`config.mk`:
```
export PLATFORM = sky130hd
export DESIGN_NAME = drs_top
export DESIGN_NICKNAME = d
export VERILOG_FILES = /design/src/pkg/drs_pkg.sv /design/src/core/drs_top.sv /design/src/core/drs_sync.sv /design/src/core/drs_axil_slave.sv
export VERILOG_INCLUDE_DIRS = /design/src /design/src/pkg
export SDC_FILE = /design/constraint.sdc
export NUM_CORES = 1
export LEC_CHECK = 0
export ABC_AREA = 1
export BUFFER_PORTS_ARGS = -buffer_cell sky130_fd_sc_hd__buf_2
export CORE_MARGIN = 5
export CORE_UTILIZATION = 59
export CTS_CLUSTER_SIZE = 14
export DETAILED_ROUTE_END_ITERATION = 10
export PLACE_DENSITY = 0.87
export REMOVE_ABC_BUFFERS = 1
export SLEW_MARGIN = 10
export SYNTH_ARGS = -nofsm -noshare
export SYNTH_HDL_FRONTEND = slang
export SYNTH_SLANG_ARGS = --single-unit
export TNS_END_PERCENT = 100
```
`constraint.sdc`:
```
create_clock -name aclk -period 3.31 [get_ports aclk]
set_clock_uncertainty 0.15 [all_clocks]
set_input_delay 0.4965 -clock aclk [delete_from_list [all_inputs] [get_ports aclk]]
set_output_delay 0.4965 -clock aclk [all_outputs]
set_load 0.005 [all_outputs]
```
`src/pkg/drs_defines.svh`:
```
// register map, field positions and timing counts for the dram clock/reinit sequencer
`ifndef DRS_DEFINES_SVH
`define DRS_DEFINES_SVH
`define DRS_OFF_CTL 8'h00
`define DRS_OFF_STAT 8'h04
`define DRS_OFF_PHY0 8'h08
`define DRS_OFF_PHY1 8'h0c
`define DRS_CTL_SELF_REFRESH_ACK_STATUS 0
`define DRS_CTL_MODE 2:1
`define DRS_CTL_BL8 3
`define DRS_CTL_AL 6:4
`define DRS_CTL_CL 11:8
`define DRS_CTL_CWL 15:12
`define DRS_CTL_CSEL 16
`define DRS_CTL_INIT 17
`define DRS_CTL_FREQ 28:20
`define DRS_PHY0_DLLRST 0
`define DRS_PHY0_CALSTART 1
`define DRS_ST_IDLE 0
`define DRS_ST_SRACK 1
`define DRS_ST_DLLRST 2
`define DRS_ST_INITDONE 3
`define DRS_ST_CALBUSY 4
`define DRS_ST_CFGERR 5
`define DRS_ST_FREQERR 6
`define DRS_ST_CHOP 7
`define DRS_ST_RL 11:8
`define DRS_ST_WL 15:12
`define DRS_T_RESET_MCLK 12'd16
`define DRS_T_CKE_MCLK 12'd8
`define DRS_T_ZQL_MCLK 12'd512
`define DRS_T_SRE_MCLK 12'd8
`define DRS_T_SRX_MCLK 12'd16
`define DRS_T_PADCAL_MCLK 12'd300
`define DRS_FREQ_MAX_MHZ 9'd450
`define DRS_FREQ_DDR2_MIN 9'd125
`define DRS_AL_DDR2_MAX 3'd5
`define DRS_WL_LPDDR 4'h1
`define DRS_RESP_OKAY 2'h0
`define DRS_RESP_SLVERR 2'h2
`endif

```
`src/pkg/drs_pkg.sv`:
```
// types shared by the sequencer and its bus slave
package drs_pkg;
  typedef enum logic [1:0] {DRS_LPDDR, DRS_DDR2, DRS_DDR3} drs_mode_t;
  typedef enum logic [1:0] {DRS_NOP, DRS_SRE, DRS_SRX, DRS_ZQCL} drs_cmd_t;
  typedef enum logic [2:0] {
    S_OFF, S_RESET, S_CKE, S_ZQ, S_RUN, S_SRE, S_SR, S_SRX
  } drs_seq_t;
  typedef struct packed {
    logic aw_have;
    logic [7:0] awaddr;
    logic w_have;
    logic [31:0] wdata;
    logic [3:0] wstrb;
    logic bvalid;
    logic [1:0] bresp;
    logic rvalid;
    logic [31:0] rdata;
    logic [1:0] rresp;
  } drs_axil_st_t;
  typedef struct packed {
    drs_seq_t seq;
    logic [31:0] ctl;
    logic [31:0] phy0;
    logic [31:0] phy1;
    logic mprev;
    logic [11:0] cnt;
    logic cal_busy;
    logic [11:0] cal_cnt;
    logic srack;
    logic init_done;
    logic cke;
    logic rstn;
    drs_cmd_t cmd;
  } drs_top_st_t;
endpackage

```
`src/core/drs_top.sv`:
```
// dram clock-change and self-refresh sequencer with its register file
//
// Local design decisions: the AXI4-Lite register port and the address map.
`timescale 1ns/100ps
`include "drs_defines.svh"
module drs_top (
  input wire logic aclk,
  input wire logic aresetn,
  input wire logic [7:0] s_axi_awaddr,
  input wire logic s_axi_awvalid,
  output logic s_axi_awready,
  input wire logic [31:0] s_axi_wdata,
  input wire logic [3:0] s_axi_wstrb,
  input wire logic s_axi_wvalid,
  output logic s_axi_wready,
  output logic [1:0] s_axi_bresp,
  output logic s_axi_bvalid,
  input wire logic s_axi_bready,
  input wire logic [7:0] s_axi_araddr,
  input wire logic s_axi_arvalid,
  output logic s_axi_arready,
  output logic [31:0] s_axi_rdata,
  output logic [1:0] s_axi_rresp,
  output logic s_axi_rvalid,
  input wire logic s_axi_rready,
  input wire logic memory_clock,
  input wire logic bus_req_valid,
  output logic bus_req_ready,
  output drs_pkg::drs_cmd_t mem_cmd,
  output logic mem_cke,
  output logic mem_reset_n,
  output logic dll_reset,
  output logic clock_src_sel
);
  import drs_pkg::*;

  drs_top_st_t st_reg;
  drs_top_st_t st_next;

  logic wr_en;
  logic [7:0] wr_addr;
  logic [31:0] wr_data;
  logic [3:0] wr_strb;
  logic wr_err;
  logic rd_en;
  logic [7:0] rd_addr_q;
  logic [31:0] rd_data;
  logic rd_err;
  logic [31:0] wmask;
  logic mclk_s;
  logic rise;
  logic done;
  logic cal_done;
  drs_mode_t mode;
  logic is_ddr3;
  logic [3:0] cl;
  logic [3:0] cwl;
  logic [2:0] al_sel;
  logic [3:0] al;
  logic [3:0] rl;
  logic [3:0] wl;
  logic cfg_err;
  logic freq_err;
  logic [8:0] freq;
  logic idle;
  logic [31:0] stat;

  drs_axil_slave u_axil (
    .aclk(aclk),
    .aresetn(aresetn),
    .awaddr(s_axi_awaddr),
    .awvalid(s_axi_awvalid),
    .awready(s_axi_awready),
    .wdata(s_axi_wdata),
    .wstrb(s_axi_wstrb),
    .wvalid(s_axi_wvalid),
    .wready(s_axi_wready),
    .bresp(s_axi_bresp),
    .bvalid(s_axi_bvalid),
    .bready(s_axi_bready),
    .araddr(s_axi_araddr),
    .arvalid(s_axi_arvalid),
    .arready(s_axi_arready),
    .rdata(s_axi_rdata),
    .rresp(s_axi_rresp),
    .rvalid(s_axi_rvalid),
    .rready(s_axi_rready),
    .wr_en(wr_en),
    .wr_addr(wr_addr),
    .wr_data(wr_data),
    .wr_strb(wr_strb),
    .wr_err(wr_err),
    .rd_en(rd_en),
    .rd_data(rd_data),
    .rd_err(rd_err)
  );

  // the memory clock is only sampled; its rising edges pace all memory timing
  drs_sync u_mclk_sync (
    .aclk(aclk),
    .aresetn(aresetn),
    .async_in(memory_clock),
    .sync_out(mclk_s)
  );

  genvar gi;
  generate
    for (gi = 0; gi < 4; gi++) begin : g_lane
      assign wmask[8*gi +: 8] = {8{wr_strb[gi]}};
    end
  endgenerate

  assign rd_addr_q = s_axi_araddr;
  assign rise = mclk_s && !st_reg.mprev;
  assign done = (st_reg.cnt == 12'h000);
  assign cal_done = (st_reg.cal_cnt == 12'h000);

  // configuration decode and latency arithmetic
  always_comb begin
    mode = drs_mode_t'(st_reg.ctl[`DRS_CTL_MODE]);
    is_ddr3 = (mode == DRS_DDR3);
    cl = st_reg.ctl[`DRS_CTL_CL];
    cwl = st_reg.ctl[`DRS_CTL_CWL];
    al_sel = st_reg.ctl[`DRS_CTL_AL];
    freq = st_reg.ctl[`DRS_CTL_FREQ];
    cfg_err = (st_reg.ctl[`DRS_CTL_MODE] == 2'h3);
    al = 4'h0;
    if (mode == DRS_DDR2) begin
      if (al_sel <= `DRS_AL_DDR2_MAX) begin
        al = {1'b0, al_sel};
      end else begin
        cfg_err = 1'b1;
      end
    end else if (is_ddr3) begin
      if (al_sel == 3'h1) begin
        al = 4'(cl - 4'h1);
      end else if (al_sel == 3'h2) begin
        al = 4'(cl - 4'h2);
      end else if (al_sel != 3'h0) begin
        cfg_err = 1'b1;
      end
    end else if (al_sel != 3'h0) begin
      cfg_err = 1'b1;
    end
    if (mode == DRS_LPDDR) begin
      rl = cl;
      wl = `DRS_WL_LPDDR;
    end else begin
      rl = 4'(al + cl);
      wl = is_ddr3 ? 4'(al + cwl) : 4'(rl - 4'h1);
    end
    // ceiling 450 MHz, i.e. 900 MT/s; faster ddr3 grades unusable
    freq_err = (freq > `DRS_FREQ_MAX_MHZ);
    if (mode == DRS_DDR2 && freq < `DRS_FREQ_DDR2_MIN) begin
      freq_err = 1'b1;
    end
  end

  // idle means nothing queued and the sequencer in S_RUN
  assign idle = (st_reg.seq == S_RUN) && !bus_req_valid;

  always_comb begin
    stat = '0;
    stat[`DRS_ST_IDLE] = idle;
    stat[`DRS_ST_SRACK] = st_reg.srack;
    stat[`DRS_ST_DLLRST] = st_reg.phy0[`DRS_PHY0_DLLRST];
    stat[`DRS_ST_INITDONE] = st_reg.init_done;
    stat[`DRS_ST_CALBUSY] = st_reg.cal_busy;
    stat[`DRS_ST_CFGERR] = cfg_err;
    stat[`DRS_ST_FREQERR] = freq_err;
    stat[`DRS_ST_CHOP] = is_ddr3 && !st_reg.ctl[`DRS_CTL_BL8];
    stat[`DRS_ST_RL] = rl;
    stat[`DRS_ST_WL] = wl;
  end

  always_comb begin
    rd_err = 1'b0;
    unique case (rd_addr_q)
      `DRS_OFF_CTL: rd_data = st_reg.ctl;
      `DRS_OFF_STAT: rd_data = stat;
      `DRS_OFF_PHY0: rd_data = st_reg.phy0;
      `DRS_OFF_PHY1: rd_data = st_reg.phy1;
      default: begin
        rd_data = '0;
        rd_err = 1'b1;
      end
    endcase
  end

  assign wr_err = !(wr_addr == `DRS_OFF_CTL || wr_addr == `DRS_OFF_STAT ||
                    wr_addr == `DRS_OFF_PHY0 || wr_addr == `DRS_OFF_PHY1);

  // requests wait while the memory is away or the dll relocks
  assign bus_req_ready = (st_reg.seq == S_RUN) && !st_reg.ctl[`DRS_CTL_SELF_REFRESH_ACK_STATUS] &&
                         !st_reg.phy0[`DRS_PHY0_DLLRST];

  always_comb begin
    st_next = st_reg;
    st_next.mprev = mclk_s;
    if (rise && !done) begin
      st_next.cnt = 12'(st_reg.cnt - 12'h001);
    end
    if (rise && st_reg.cal_busy) begin
      if (cal_done) begin
        st_next.cal_busy = 1'b0;
      end else begin
        st_next.cal_cnt = 12'(st_reg.cal_cnt - 12'h001);
      end
    end
    // each command lasts one memory clock period
    if (rise) begin
      st_next.cmd = DRS_NOP;
    end
    // init start and cal start are self-clearing strobes
    st_next.ctl[`DRS_CTL_INIT] = 1'b0;
    st_next.phy0[`DRS_PHY0_CALSTART] = 1'b0;
    if (wr_en) begin
      if (wr_addr == `DRS_OFF_CTL) begin
        st_next.ctl = (st_reg.ctl & ~wmask) | (wr_data & wmask);
      end
      if (wr_addr == `DRS_OFF_PHY0) begin
        st_next.phy0 = (st_reg.phy0 & ~wmask) | (wr_data & wmask);
      end
      if (wr_addr == `DRS_OFF_PHY1) begin
        st_next.phy1 = (st_reg.phy1 & ~wmask) | (wr_data & wmask);
      end
    end
    // pad self-calibration against the 34 ohm resistor; none in lpddr,
    // and the memory-side driver calibration of ddr2 is not offered
    if (st_next.phy0[`DRS_PHY0_CALSTART] && mode != DRS_LPDDR &&
        !st_reg.cal_busy) begin
      st_next.cal_busy = 1'b1;
      st_next.cal_cnt = `DRS_T_PADCAL_MCLK;
    end
    unique case (st_reg.seq)
      S_OFF: begin
        if (st_next.ctl[`DRS_CTL_INIT]) begin
          // mode may arrive in the same write as the start bit
          st_next.rstn = (drs_mode_t'(st_next.ctl[`DRS_CTL_MODE]) != DRS_DDR3);
          st_next.cke = 1'b0;
          st_next.cnt = `DRS_T_RESET_MCLK;
          st_next.seq = S_RESET;
        end
      end
      S_RESET: begin
        if (rise && done) begin
          st_next.rstn = 1'b1;
          st_next.cnt = `DRS_T_CKE_MCLK;
          st_next.seq = S_CKE;
        end
      end
      S_CKE: begin
        if (rise && done) begin
          st_next.cke = 1'b1;
          if (is_ddr3) begin
            st_next.cmd = DRS_ZQCL;
            st_next.cnt = `DRS_T_ZQL_MCLK;
            st_next.seq = S_ZQ;
          end else begin
            st_next.init_done = 1'b1;
            st_next.seq = S_RUN;
          end
        end
      end
      S_ZQ: begin
        if (rise && done) begin
          st_next.init_done = 1'b1;
          st_next.srack = 1'b0;
          st_next.seq = S_RUN;
        end
      end
      S_RUN: begin
        if (st_reg.ctl[`DRS_CTL_SELF_REFRESH_ACK_STATUS] && !bus_req_valid && rise) begin
          st_next.cmd = DRS_SRE;
          st_next.cke = 1'b0;
          st_next.cnt = `DRS_T_SRE_MCLK;
          st_next.seq = S_SRE;
        end
      end
      S_SRE: begin
        if (rise && done) begin
          st_next.srack = 1'b1;
          st_next.seq = S_SR;
        end
      end
      S_SR: begin
        // exit waits until the dll is out of reset again
        if (!st_reg.ctl[`DRS_CTL_SELF_REFRESH_ACK_STATUS] && !st_reg.phy0[`DRS_PHY0_DLLRST] &&
            rise) begin
          st_next.cmd = DRS_SRX;
          st_next.cke = 1'b1;
          st_next.cnt = `DRS_T_SRX_MCLK;
          st_next.seq = S_SRX;
        end
      end
      S_SRX: begin
        if (rise && done) begin
          if (is_ddr3) begin
            st_next.cmd = DRS_ZQCL;
            st_next.cnt = `DRS_T_ZQL_MCLK;
            st_next.seq = S_ZQ;
          end else begin
            st_next.srack = 1'b0;
            st_next.seq = S_RUN;
          end
        end
      end
      default: begin
        st_next.seq = S_OFF;
      end
    endcase
  end

  always_ff @(posedge aclk) begin
    if (!aresetn) begin
      st_reg <= '0;
    end else begin
      st_reg <= st_next;
    end
  end

  // single chip: one cke, one reset, no leveling sequence at all
  assign mem_cmd = st_reg.cmd;
  assign mem_cke = st_reg.cke;
  assign mem_reset_n = st_reg.rstn;
  assign dll_reset = st_reg.phy0[`DRS_PHY0_DLLRST];
  // one source feeds both controllers; 0 selects the first generator
  assign clock_src_sel = st_reg.ctl[`DRS_CTL_CSEL];
endmodule // drs_top

```
`src/core/drs_sync.sv`:
```
// two-flop synchroniser for one asynchronous level
`timescale 1ns/100ps
module drs_sync (
  input wire logic aclk,
  input wire logic aresetn,
  input wire logic async_in,
  output logic sync_out
);
  logic [1:0] ff_reg;
  logic [1:0] ff_next;
  always_comb begin
    ff_next = {ff_reg[0], async_in};
  end
  always_ff @(posedge aclk) begin
    if (!aresetn) begin
      ff_reg <= '0;
    end else begin
      ff_reg <= ff_next;
    end
  end
  assign sync_out = ff_reg[1];
endmodule // drs_sync

```
`src/core/drs_axil_slave.sv`:
```
// axi4-lite slave front end: one write and one read in flight
`timescale 1ns/100ps
`include "drs_defines.svh"
module drs_axil_slave (
  input wire logic aclk,
  input wire logic aresetn,
  input wire logic [7:0] awaddr,
  input wire logic awvalid,
  output logic awready,
  input wire logic [31:0] wdata,
  input wire logic [3:0] wstrb,
  input wire logic wvalid,
  output logic wready,
  output logic [1:0] bresp,
  output logic bvalid,
  input wire logic bready,
  input wire logic [7:0] araddr,
  input wire logic arvalid,
  output logic arready,
  output logic [31:0] rdata,
  output logic [1:0] rresp,
  output logic rvalid,
  input wire logic rready,
  output logic wr_en,
  output logic [7:0] wr_addr,
  output logic [31:0] wr_data,
  output logic [3:0] wr_strb,
  input wire logic wr_err,
  output logic rd_en,
  input wire logic [31:0] rd_data,
  input wire logic rd_err
);
  import drs_pkg::*;
  drs_axil_st_t st_reg;
  drs_axil_st_t st_next;
  assign awready = !st_reg.aw_have;
  assign wready = !st_reg.w_have;
  assign arready = !st_reg.rvalid;
  // commit only once both halves are held and the previous response is gone
  assign wr_en = st_reg.aw_have && st_reg.w_have && !st_reg.bvalid;
  assign wr_addr = st_reg.awaddr;
  assign wr_data = st_reg.wdata;
  assign wr_strb = st_reg.wstrb;
  assign rd_en = arvalid && !st_reg.rvalid;
  assign bvalid = st_reg.bvalid;
  assign bresp = st_reg.bresp;
  assign rvalid = st_reg.rvalid;
  assign rdata = st_reg.rdata;
  assign rresp = st_reg.rresp;
  always_comb begin
    st_next = st_reg;
    if (awvalid && !st_reg.aw_have) begin
      st_next.aw_have = 1'b1;
      st_next.awaddr = awaddr;
    end
    if (wvalid && !st_reg.w_have) begin
      st_next.w_have = 1'b1;
      st_next.wdata = wdata;
      st_next.wstrb = wstrb;
    end
    if (st_reg.bvalid && bready) begin
      st_next.bvalid = 1'b0;
    end
    if (wr_en) begin
      st_next.aw_have = 1'b0;
      st_next.w_have = 1'b0;
      st_next.bvalid = 1'b1;
      st_next.bresp = wr_err ? `DRS_RESP_SLVERR : `DRS_RESP_OKAY;
    end
    if (st_reg.rvalid && rready) begin
      st_next.rvalid = 1'b0;
    end
    if (rd_en) begin
      st_next.rvalid = 1'b1;
      st_next.rdata = rd_data;
      st_next.rresp = rd_err ? `DRS_RESP_SLVERR : `DRS_RESP_OKAY;
    end
  end
  always_ff @(posedge aclk) begin
    if (!aresetn) begin
      st_reg <= '0;
    end else begin
      st_reg <= st_next;
    end
  end
endmodule // drs_axil_slave

```
==> run metrics <==
vias in the first global route=8,517; Reg clk slew, reported paths=0.06 ns; crit-path max FO=5; VDD IR max=0.000416 V; Setup crit start kind=flop; n_diodes=0; Slew headroom=51.5%; number of flops mapped to enable cells by yosys=0; Sink Count=215; row count=47; Final Hold Fails=0; Final Setup Violations=0; largest net degree at the start of global routing=108; Initial Util=59.7%; WL/cell=15.7 µm; f_max=333 MHz; static leakage=0.00455 µW; total power=6420 µW; CP top delay family=adder cells; placed wire-length estimate=17,600 µm; CTS Buffer Depth=3; P&R area growth vs syn=12.6%; I/O pins=109; layout cells sized above 1=14.9%; DIE WIDTH=139 µm; synth unique cells=51; status=complete, no violations; WP buf/inv=3; Crit-path slowest cell=fa_1; Hold WS=0.0349 ns; most frequent cells in the layout=214 x dfxtp_1, 170 x inv_1, 166 x o21ai_0; Overflow after GRT=0; via count=8,986; commonest non-fill, non-tap cell in the layout=dfxtp_1; Starting DRT DRC Count=658; H-Tree Level Count=1; fin nets=1,462; FFs w/ async S/R, synth=0%; worst slew pin tran=0.722 ns; PortBufs=106; cts bufs inserted=23; Post-Syn Instances=1,331; synthesized area=0.00987 mm²; Clock Latency Late Sink=0.50 ns; Die ar.=0.0194 mm²; Arrival @ worst endpoint=3.27 ns; worst-path cell chain=inv_1 -> nand2_1 -> nor2_1 -> a21oi_1 -> o22ai_1 -> ha_1 -> inv_1 -> fa_1 -> ha_1 -> o22ai_1 -> inv_1 -> o22ai_1 -> o21ai_0 -> a21oi_1; Cell Pwr Density=577 mW/mm²; GP Congestion=0.916; synth warn=0; Synth Flop Type=dfxtp_1; Total Wirelength=25,400 µm; worst min-delay path class=in -> reg; Die Span Y=139 µm; Slew Viols, Final=0; Mean Syn Cell Area=7.42 µm²; DRC violations left=0; initial antenna violation count=0; Tcrit/Tclk final=90.7%; ANT nets after route=0; TritonCTS clock tree=built; number of max-cap violations=0; CP max stage delay=0.48 ns; critical path class=reg -> reg; register area share after synthesis=43.6%; fin crit period=3.00 ns; drt pass-1 iters=5; Yosys reg bits=215; CTS hold repair buffers=0; vias per inst=5.54; core area=0.0165 mm²; Crit. End Element=flop; Root Buffer=clkbuf_16; first-pass GRT wire length=41,800 µm; Worst Path Required=3.58 ns; GRT Total Usage=25.4%
[layer usage]
| metal | share of wire [%] | up-vias | track usage (%) |
|---|---|---|---|
| li1 | - | 4462 | - |
| met3 | 6.5 | 51 | 3.84 |
| met4 | 2.5 | 0 | 7.26 |
| met2 | 47 | 315 | 42.6 |
| met5 | 0 | - | 0 |
| met1 | 44 | 4158 | 34.1 |
[Yosys cell counts, drive strengths merged, types with 8 or more instances]
| library cell | number | share of area [%] |
|---|---|---|
| ha | 13 | 1.6 |
| o21ai | 170 | 8.7 |
| nand3 | 24 | 1.5 |
| nor2 | 175 | 7.3 |
| o221ai | 12 | 1.1 |
| nand2 | 168 | 6.6 |
| inv | 180 | 6.9 |
| nor3 | 24 | 1.6 |
| clkbuf | 43 | 1.6 |
| a31oi | 8 | 0.51 |
| nand4 | 17 | 1.3 |
| xor2 | 11 | 0.98 |
| o22ai | 24 | 1.5 |
| buf | 50 | 3.5 |
| dfxtp | 215 | 44 |
| a21oi | 156 | 8.1 |
[tightest hold or removal path, delay by kind of cell]
family,cells,cell delay (ns)
buffers and inverters,2,0.11
and+or+nand+nor,1,0.05
[path summary, 6_finish.rpt]
path | from | endpoint | slack (ns) | cells after the start
max reg2reg | flop | u_axil.rdata[13] | 0.31 | 14
max | flop | u_axil.rdata[13] | 0.31 | 14
min reg2reg | u_mclk_sync.ff_reg[0] | u_mclk_sync.ff_reg[1] | 0.26 | 2
min | memory_clock | u_mclk_sync.ff_reg[0] | 0.03 | 3
[timing repair]
item                                    in CTS  in global routing
setup buffers                                0                  1
gates resized for setup                      0                  4
endpoints found under the setup margin       0                  2
[cell type report]
cell class	count	area [µm²]
Fill cell	1374	5400
Multi-Input combinational cell	842	4400
Sequential cell	215	4310
Inverter	182	686
Clock inverter	12	141
Clock buffer	29	648
Tap cell	220	275
Timing Repair Buffer	122	666
[per-stage QoR]
stage	worst slack (ns)	instance area [µm²]	TNS, ns	util, %	instances
5_1_grt	-0.00701	11100	-0.00701	67.3	1622
4_1_cts	0.231	11100	0	67.1	1621
6_report	0.309	11100	0	67.3	1622
3_5_place_dp	0.254	10300	0	62.4	1580
3_3_place_gp	0.236	10300	0	62.4	1580
2_1_floorplan	0.538	9370	0	-	1239
[power by group]
group	switching (µW)	leakage, µW	internal (µW)	total, µW
Combinational	634	0.00241	339	973
Clock	1020	0.000395	1620	2630
Sequential	114	0.00175	2700	2810
Total	1760	0.00455	4650	6420
[cell families (layout without fill, tap and decap cells)]
logic type	Yosys count	in the layout	synth area share (%)
AND/OR/NAND/NOR	411	411	18.5
AO/OA/AOI/OAI	396	396	22.1
buffers and inverters	275	345	12.1
flip-flops	215	215	43.6
XOR/XNOR	18	18	1.60
adder cells (fa/ha/maj)	15	15	2.05
other	1	2	0.0380
(Power assumes the default switching activity.)
